`config.mk`:
```
export PLATFORM = sky130hd
export DESIGN_NAME = utc_channel
export DESIGN_NICKNAME = d
export VERILOG_FILES = /design/src/common/utc_pkg.sv /design/src/verilog/utc_channel.sv /design/src/verilog/utc_counter.sv /design/src/verilog/utc_sync.sv
export VERILOG_INCLUDE_DIRS = /design/src /design/src/common
export SDC_FILE = /design/constraint.sdc
export NUM_CORES = 1
export LEC_CHECK = 0
export BUFFER_PORTS_ARGS = -buffer_cell sky130_fd_sc_hd__buf_2
export CORE_AREA = 2 2 119 144
export CTS_BUF_LIST = sky130_fd_sc_hd__clkbuf_8
export CTS_CLUSTER_SIZE = 40
export DETAILED_ROUTE_END_ITERATION = 16
export DIE_AREA = 0 0 121 146
export PLACE_DENSITY = 0.71
export SYNTH_ARGS = -nofsm -noshare
export SYNTH_HDL_FRONTEND = slang
export SYNTH_SLANG_ARGS = --single-unit
```
`constraint.sdc`:
```
create_clock -name CLK_IN -period 2.1 [get_ports CLK_IN]
set_input_delay 0.105 -clock CLK_IN [delete_from_list [all_inputs] [get_ports CLK_IN]]
set_output_delay 0.105 -clock CLK_IN [all_outputs]
set_load 0.01 [all_outputs]
```
`src/common/utc_map.svh`:
```
`ifndef UTC_MAP_SVH
`define UTC_MAP_SVH

// mode codes
`define UTC_MODE_W          7
`define UTC_MODE_PIN_IN     7'h00
`define UTC_MODE_PIN_OUT    7'h01
`define UTC_MODE_CAPTURE    7'h02
`define UTC_MODE_COMPARE    7'h03
`define UTC_MODE_PULSE      7'h04

// bus select codes
`define UTC_BSL_BUS_A       2'h0
`define UTC_BSL_BUS_B       2'h1
`define UTC_BSL_INTERNAL    2'h3

// reset values
`define UTC_DATA_RESET      16'h0000

`endif

```
`src/common/utc_pkg.sv`:
```
package utc_pkg;

    // host access strobes for one cycle
    typedef struct packed {
        logic        wr_a;
        logic        wr_b;
        logic        wr_alt_a;
        logic        rd_a;
        logic        rd_b;
        logic [15:0] wdata;
    } utc_host_t;

    // channel control fields
    typedef struct packed {
        logic [6:0] mode;
        logic [1:0] bus_select_field;
        logic       edge_select_bit;
        logic       edge_polarity_bit;
        logic       force_match_a_bit;
    } utc_ctrl_t;

    // pulse width sequencing
    typedef enum logic [1:0] {
        UTC_PW_WAIT_LEAD  = 2'b00,
        UTC_PW_WAIT_TRAIL = 2'b01
    } utc_pw_state_t;

endpackage

```
`src/verilog/utc_channel.sv`:
```
//////////////////////////////////////////////////////////////////////////////
//////////////////////////////////////////////////////////////////////////////
`timescale 1ns/10ps
`include "utc_map.svh"

module utc_channel #(
    parameter int WIDTH = 16
) (
    // clock and reset
    input  wire logic                 CLK_IN,
    input  wire logic                 RST_IN,
    // control
    input  wire utc_pkg::utc_ctrl_t   CTRL_IN,
    input  wire logic                 FLAG_CLEAR_IN,
    // host data access
    input  wire utc_pkg::utc_host_t   HOST_IN,
    // shared counter buses
    input  wire logic [WIDTH-1:0]     BUS_A_IN,
    input  wire logic [WIDTH-1:0]     BUS_B_IN,
    // pin
    input  wire logic                 PIN_IN,
    // status and data
    output logic [WIDTH-1:0]          DATA_A_OUT,
    output logic [WIDTH-1:0]          DATA_B_OUT,
    output logic [WIDTH-1:0]          COUNT_OUT,
    output logic                      FLAG_OUT,
    output logic                      PIN_LEVEL_OUT,
    output logic                      PIN_OUT
);
    //////////////////////////////////////////////////////////////////////////
    // declarations
    logic [WIDTH-1:0]        a1, a2, b1, b2;
    logic [WIDTH-1:0]        count, time_base;
    logic                    level, rise, fall;
    logic                    is_pin, was_active, trig, lead, trail, match;
    logic                    lock_b1;
    logic [WIDTH-1:0]        next_a2;
    utc_pkg::utc_pw_state_t  pw_state;
    logic [6:0]              mode;

    assign mode   = CTRL_IN.mode;
    assign is_pin = (mode == `UTC_MODE_PIN_IN) || (mode == `UTC_MODE_PIN_OUT);

    // edge trigger selection
    function automatic logic edge_hit(input logic sel, input logic pol,
                                      input logic r, input logic f);
        edge_hit = sel ? (r | f) : (pol ? r : f);
    endfunction

    //////////////////////////////////////////////////////////////////////////
    // pin front end and internal counter
    utc_sync u_sync (
        .clk_in    (CLK_IN),
        .rst_in    (RST_IN),
        .pin_in    (PIN_IN),
        .level_out (level),
        .rise_out  (rise),
        .fall_out  (fall)
    );

    // counter held cleared in pin mode, free otherwise
    utc_counter #(.WIDTH(WIDTH)) u_cnt (
        .clk_in    (CLK_IN),
        .rst_in    (RST_IN),
        .hold_in   (is_pin),
        .count_out (count)
    );

    // time base selection
    always_comb begin
        unique case (CTRL_IN.bus_select_field)
            `UTC_BSL_BUS_A:    time_base = BUS_A_IN;
            `UTC_BSL_BUS_B:    time_base = BUS_B_IN;
            default:           time_base = count;
        endcase
    end

    assign trig  = edge_hit(CTRL_IN.edge_select_bit, CTRL_IN.edge_polarity_bit, rise, fall);
    assign lead  = CTRL_IN.edge_polarity_bit ? rise : fall;
    assign trail = CTRL_IN.edge_polarity_bit ? fall : rise;
    assign match = (mode == `UTC_MODE_COMPARE) && (a1 == time_base);

    // remembers a cycle outside pin mode; cleared state reads as pin mode
    always_ff @(posedge CLK_IN) begin
        if (RST_IN) begin
            was_active <= 1'b0;
        end else begin
            was_active <= !is_pin;
        end
    end

    //////////////////////////////////////////////////////////////////////////
    // A2 register
    always_comb begin
        next_a2 = a2;
        if (HOST_IN.wr_a || HOST_IN.wr_alt_a) begin
            next_a2 = HOST_IN.wdata[WIDTH-1:0];
        end
        if (mode == `UTC_MODE_CAPTURE && trig) begin
            next_a2 = time_base;
        end
        if (mode == `UTC_MODE_PULSE && pw_state == utc_pkg::UTC_PW_WAIT_TRAIL && trail) begin
            next_a2 = time_base;
        end
    end

    always_ff @(posedge CLK_IN) begin
        if (RST_IN) begin
            a2 <= `UTC_DATA_RESET;
        end else begin
            a2 <= next_a2;
        end
    end

    // A1 register
    always_ff @(posedge CLK_IN) begin
        if (RST_IN) begin
            a1 <= `UTC_DATA_RESET;
        end else if (is_pin && HOST_IN.wr_a) begin
            a1 <= HOST_IN.wdata[WIDTH-1:0];
        end else if (mode == `UTC_MODE_COMPARE && HOST_IN.wr_a) begin
            a1 <= HOST_IN.wdata[WIDTH-1:0];
        end else if (mode == `UTC_MODE_PULSE && pw_state == utc_pkg::UTC_PW_WAIT_TRAIL && trail) begin
            a1 <= b2;
        end
    end

    // B2 register
    always_ff @(posedge CLK_IN) begin
        if (RST_IN) begin
            b2 <= `UTC_DATA_RESET;
        end else if (HOST_IN.wr_b) begin
            b2 <= HOST_IN.wdata[WIDTH-1:0];
        end else if (mode == `UTC_MODE_PULSE && pw_state == utc_pkg::UTC_PW_WAIT_LEAD && lead) begin
            b2 <= time_base;
        end
    end

    // B1 register with coherent-read lock
    always_ff @(posedge CLK_IN) begin
        if (RST_IN) begin
            b1 <= `UTC_DATA_RESET;
        end else if (is_pin && HOST_IN.wr_b) begin
            b1 <= HOST_IN.wdata[WIDTH-1:0];
        end else if (mode == `UTC_MODE_PULSE && (HOST_IN.rd_a || HOST_IN.rd_b)) begin
            b1 <= a1;
        end else if (mode == `UTC_MODE_PULSE && pw_state == utc_pkg::UTC_PW_WAIT_TRAIL && trail
                     && !lock_b1) begin
            b1 <= b2;
        end
    end

    // lock set on A read, released on B read
    always_ff @(posedge CLK_IN) begin
        if (RST_IN || is_pin) begin
            lock_b1 <= 1'b0;
        end else if (mode == `UTC_MODE_PULSE && HOST_IN.rd_a) begin
            lock_b1 <= 1'b1;
        end else if (mode == `UTC_MODE_PULSE && HOST_IN.rd_b) begin
            lock_b1 <= 1'b0;
        end
    end

    // pulse width sequencing; A2 capture armed by first lead
    always_ff @(posedge CLK_IN) begin
        if (RST_IN || mode != `UTC_MODE_PULSE) begin
            pw_state <= utc_pkg::UTC_PW_WAIT_LEAD;
        end else begin
            unique case (pw_state)
                utc_pkg::UTC_PW_WAIT_LEAD: if (lead) begin
                    pw_state <= utc_pkg::UTC_PW_WAIT_TRAIL;
                end
                utc_pkg::UTC_PW_WAIT_TRAIL: if (trail) begin
                    pw_state <= utc_pkg::UTC_PW_WAIT_LEAD;
                end
            endcase
        end
    end

    //////////////////////////////////////////////////////////////////////////
    // flag: set wins over clear
    always_ff @(posedge CLK_IN) begin
        if (RST_IN) begin
            FLAG_OUT <= 1'b0;
        end else if ((mode == `UTC_MODE_PIN_IN && !CTRL_IN.edge_select_bit
                      && (CTRL_IN.edge_polarity_bit ? rise : fall))
                     || (mode == `UTC_MODE_CAPTURE && trig)
                     || match
                     || (mode == `UTC_MODE_PULSE && pw_state == utc_pkg::UTC_PW_WAIT_TRAIL
                         && trail)) begin
            FLAG_OUT <= 1'b1;
        end else if (FLAG_CLEAR_IN) begin
            FLAG_OUT <= 1'b0;
        end
    end

    // output flip-flop
    always_ff @(posedge CLK_IN) begin
        if (RST_IN) begin
            PIN_OUT <= 1'b0;
        end else if (mode == `UTC_MODE_PIN_OUT) begin
            PIN_OUT <= CTRL_IN.edge_polarity_bit;
        end else if (mode == `UTC_MODE_COMPARE && !was_active) begin
            PIN_OUT <= ~CTRL_IN.edge_polarity_bit;
        end else if (mode == `UTC_MODE_COMPARE && (match || CTRL_IN.force_match_a_bit)) begin
            PIN_OUT <= CTRL_IN.edge_select_bit ? ~PIN_OUT : CTRL_IN.edge_polarity_bit;
        end
    end

    // host read data and status
    always_ff @(posedge CLK_IN) begin
        if (RST_IN) begin
            DATA_A_OUT    <= `UTC_DATA_RESET;
            DATA_B_OUT    <= `UTC_DATA_RESET;
            COUNT_OUT     <= `UTC_DATA_RESET;
            PIN_LEVEL_OUT <= 1'b0;
        end else begin
            DATA_A_OUT    <= (mode == `UTC_MODE_COMPARE) ? a1 : a2;
            DATA_B_OUT    <= (mode == `UTC_MODE_PULSE) ? b1 : b2;
            COUNT_OUT     <= count;
            PIN_LEVEL_OUT <= level;
        end
    end
endmodule // utc_channel

```
`src/verilog/utc_counter.sv`:
```
`timescale 1ns/10ps

// channel internal counter
module utc_counter #(
    parameter int WIDTH = 16
) (
    input  wire logic             clk_in,
    input  wire logic             rst_in,
    input  wire logic             hold_in,
    output logic [WIDTH-1:0]      count_out
);
    // cleared and stopped while held, free running otherwise
    always_ff @(posedge clk_in) begin
        if (rst_in || hold_in) begin
            count_out <= '0;
        end else begin
            count_out <= count_out + 1'b1;
        end
    end
endmodule // utc_counter

```
`src/verilog/utc_sync.sv`:
```
`timescale 1ns/10ps

// three-stage pin synchroniser with edge detection
module utc_sync (
    // clock and reset
    input  wire logic clk_in,
    input  wire logic rst_in,
    // pin
    input  wire logic pin_in,
    // filtered view
    output logic      level_out,
    output logic      rise_out,
    output logic      fall_out
);
    logic [2:0] stage;

    // shift chain; second and third agree before level follows
    always_ff @(posedge clk_in) begin
        if (rst_in) begin
            stage <= 3'h0;
        end else begin
            stage <= {stage[1:0], pin_in};
        end
    end

    // stable level and edges
    always_ff @(posedge clk_in) begin
        if (rst_in) begin
            level_out <= 1'b0;
            rise_out  <= 1'b0;
            fall_out  <= 1'b0;
        end else begin
            rise_out <= 1'b0;
            fall_out <= 1'b0;
            if (stage[1] == stage[2] && stage[2] != level_out) begin
                level_out <= stage[2];
                rise_out  <= stage[2];
                fall_out  <= ~stage[2];
            end
        end
    end
endmodule // utc_sync
```
==> impl_summary.md <==
Setup path
STA puts the critical path data arrival time at 2.21 ns. STA classifies the critical path startpoint as a flop. The element type at the critical path end is a flop.

For the worst setup path, the data required time is approximately 2.4 ns. In this run the worst path has a maximum fanout of 6. The critical path in this run is classified as reg -> reg. Setup slack on the worst reg-to-reg path comes out at 0.23 ns.

Layout
The filler cells instantiated in the layout total 1537. The number of inserted diodes is 0. The library cells used most frequently in the layout, excluding fill and tap cells, are 140 x dfxtp_1, 118 x buf_2, 110 x nor2_1. The most common cell after layout, fill and taps aside is dfxtp_1. The area added between synthesis and finish is 22.74%.

The post-route netlist has 24.08% of its cells at a drive strength greater than 1. The count of cells in the finished layout, fillers not included, comes to 1080. For this run, the post-layout net count is 928.

Logic synthesis
The fraction of synthesis flops using an asynchronous set or reset pin is 0%. Summing every instance area after synthesis gives 0.006405 mm². The total nets after synthesis is 795.

Each instance of the synthesized netlist takes up on average ~9 µm². The post-synthesis sequential element count is 140. The main flop type after synthesis is dfxtp_1. The number of warnings printed during yosys synthesis is 0.

Yosys mapped the design onto 58 distinct sky130hd cell types. The number of standard cells after synthesis is a little over 700. In this run, synthesis inferred 0 flip-flops with an integrated enable. Summing the sequential cell areas from Yosys gives ~44% of the chip area.

CTS
The root buffer cell is clkbuf_8. The later pin in the worst-skew pair is clocked with a latency of 0.44 ns. After clock tree synthesis, the repair step resized 0 gates. The clock tree from TritonCTS is built. Buffers inserted during clock tree synthesis total 17. The number of buffers added for setup after CTS is 0. Clock-pin slew was measured on the worst setup and hold paths at roughly 0.080 ns. The total clock sinks is 140. The maximum level of the CTS H-tree is 4. The maximum clock path buffer count is 2.

Placement
Counting tap cells, the placed design contains a total of 1042 instances. At the end of routability-driven placement, the weighted congestion stood at 0.8800. The count of buffers from port buffering is 119.

The half-perimeter wire length after placement is 12.54 mm.

Timing
The measured slew at the worst slew-check pin is 0.4516 ns. The setup TNS is 0 ns. The headroom to the max-slew limit is 69.90%. The portion of the clock cycle consumed by the worst path in the final layout is between 80% and 90%.

The highest achievable clock rate is between 500 and 600 MHz. Setup repair after global routing left no endpoint under its margin. The hold violation count in the final report is 0. The final number of max-transition violations is 0. The clock arrives with 0.01275 ns of skew. Across all hold checks on the routed design, the worst slack comes to 0.01490 ns. The setup-violating endpoint count in the final report is 0. Counting I/O delays and the setup requirement, the final critical path takes 1.870 ns.

Power and ir drop
The cell leakage power is 3.275 nW. The worst-case vdd ir drop is ~0.00034 V. The total power divided by cell area is ~720 mW/mm².

Floorplan
The overall die area is 0.01767 mm². Row generation in the floorplan step produced 51 rows. The core area is 0.01614 mm². From left edge to right edge, the die measures 121 µm.

The initial standard-cell utilization of the core is between 30% and 40%. The die span in y is between 100 and 150 µm. The top-level I/O count is 120.

Global routing
The via count of the first global-routing pass is about 5200. For this run the aggregate overflow at the end of global routing stands at 0. The initial antenna violation count is 0. The total track usage is 19.41%. The maximum number of pins on one net before global-route repair is 99. The wire length of the first global-routing pass is 27.49 mm.

Drt
After detailed routing, no signal wire sits above met4. Wire segments on met3 add up to 1.107 mm in the final route. The via count is 5655.

The wire length per cell is 15.81 µm. For this run, design rule violations remaining after detail routing come to 0. The first detailed-routing pass took 5 iterations.

The detail route stage leaves a number of antenna-violating nets equal to 0. After detailed routing, the total wire length is 17.07 mm. Wire segments on met2 add up to 7.638 mm in the final route. The post-detailed-route via-to-cell ratio is between 5 and 6. The first routing iteration left 411 violations.

After detailed routing, the wire length on met1 is 7.864 mm.

Job
Across the run, the number of max-cap violations was 0.

Outcome
The flow ran to the end, and the final reports show no timing, DRC or antenna violations.

Min path
The path type of the worst min-delay path is in -> reg.
[cells in the mapped netlist (2+ instances only)]
library cell,n,share of area [%]
dfxtp_1,140,44
nor2_1,111,6.5
nand2_1,62,3.6
mux2i_1,58,9.1
a21oi_1,49,3.8
a211oi_1,40,4.7
nor2b_1,37,3.6
clkbuf_1,28,1.6
nor3_1,22,1.7
a211o_1,19,2.6
o22ai_1,18,1.8
mux2_2,13,2.3
inv_1,12,0.70
xnor2_1,11,1.5
buf_2,10,0.78
nand3_1,9,0.70
o21ai_0,9,0.70
xor2_1,7,0.96
o211ai_1,6,0.70
buf_1,5,0.29
nand4_1,5,0.49
a31oi_1,3,0.29
and3_1,3,0.29
nand2b_1,3,0.29
nand4b_1,3,0.41
a21o_1,2,0.23
a221oi_1,2,0.27
and2_1,2,0.20
buf_6,2,0.35
mux2_4,2,0.47
mux2i_4,2,0.70
nor4_1,2,0.20
o221ai_1,2,0.27
or3_1,2,0.20
[cell type report]
type | count | area [µm²] | area share, %
multi-input combinational | 525 | 3337 | 42.45
sequential | 140 | 2803 | 35.65
timing repair buffer | 161 | 1011 | 12.86
clock buffer | 20 | 275.3 | 3.502
tap | 212 | 265.3 | 3.374
clock inverter | 9 | 121.4 | 1.544
inverter | 13 | 48.80 | 0.6207
[per-layer routing]
layer,vias to the layer above,GRT usage (%)
met5,-,0
met4,0,7.267
met3,30,3.918
met2,221,29.89
met1,2574,26.68
li1,2830,-
[final timing paths]
check	startpoint	end	depth (start not counted)
worst min register to register	u_sync.stage[0]$_SDFF_PP0_	u_sync.stage[1]$_SDFF_PP0_	1
worst max register to register	u_cnt.count_out[11]$_SDFF_PP0_	PIN_OUT$_SDFFE_PP0P_	6
worst max-delay path	u_cnt.count_out[11]$_SDFF_PP0_	PIN_OUT$_SDFFE_PP0P_	6
worst min-delay path	RST_IN	COUNT_OUT[8]$_SDFF_PP0_	2
[timing repair]
item | CTS | global route
endpoints found under the hold margin | 9 | 0
setup endpoints to repair | 0 | 0
hold buffers | 9 | 0
[state kept, by name, indices dropped and copies added, names as in the netlist, 3 cells and up]
signal / flops
COUNT_OUT: 16
DATA_A_OUT: 16
DATA_B_OUT: 16
a1: 16
a2: 16
b1: 16
b2: 16
u_cnt.count_out: 16
u_sync.stage: 3
[logic make-up (layout without fill, tap and decap cells)]
family,count (synthesis),after routing,share of synthesized area [%]
AOI/OAI and AO/OA,158,158,16.49
xor gates and xnor gates,18,18,2.461
adders and majority gates,1,1,0.1953
buffers and inverters,60,203,4.180
DFF,140,140,43.76
muxes,76,76,12.70
and+or+nand+nor,272,272,20.22
[stage by stage]
step           instance area [µm²]  utilization [%]  worst slack, ns  total power [mW]
6_report                      7861            48.69           0.2300             5.659
5_1_grt                       7861            48.69           0.1336             5.863
4_1_cts                       7861            48.69           0.2494             5.686
3_5_place_dp                  7375            45.68           0.1373             3.448
3_3_place_gp                  7375            45.68           0.2062             3.441
2_1_floorplan                 6405                -           0.3469             3.204
[critical path: stages, from the launching register on]
cell      delay, ns
dfxtp_1        0.45
inv_1          0.10
a222oi_1       0.28
a31oi_1        0.15
nor4_2         0.33
nand4_1        0.21
a221oi_2       0.26
[power breakdown]
group | leakage [nW] | internal [mW] | total (mW) | switching (mW)
Combinational | 1.93 | 0.275 | 0.605 | 0.329
Clock | 0.207 | 1.24 | 2.26 | 1.02
Sequential | 1.14 | 2.74 | 2.80 | 0.0586
Total | 3.27 | 4.25 | 5.66 | 1.41
Note: power is estimated with default switching activity, not from simulation.
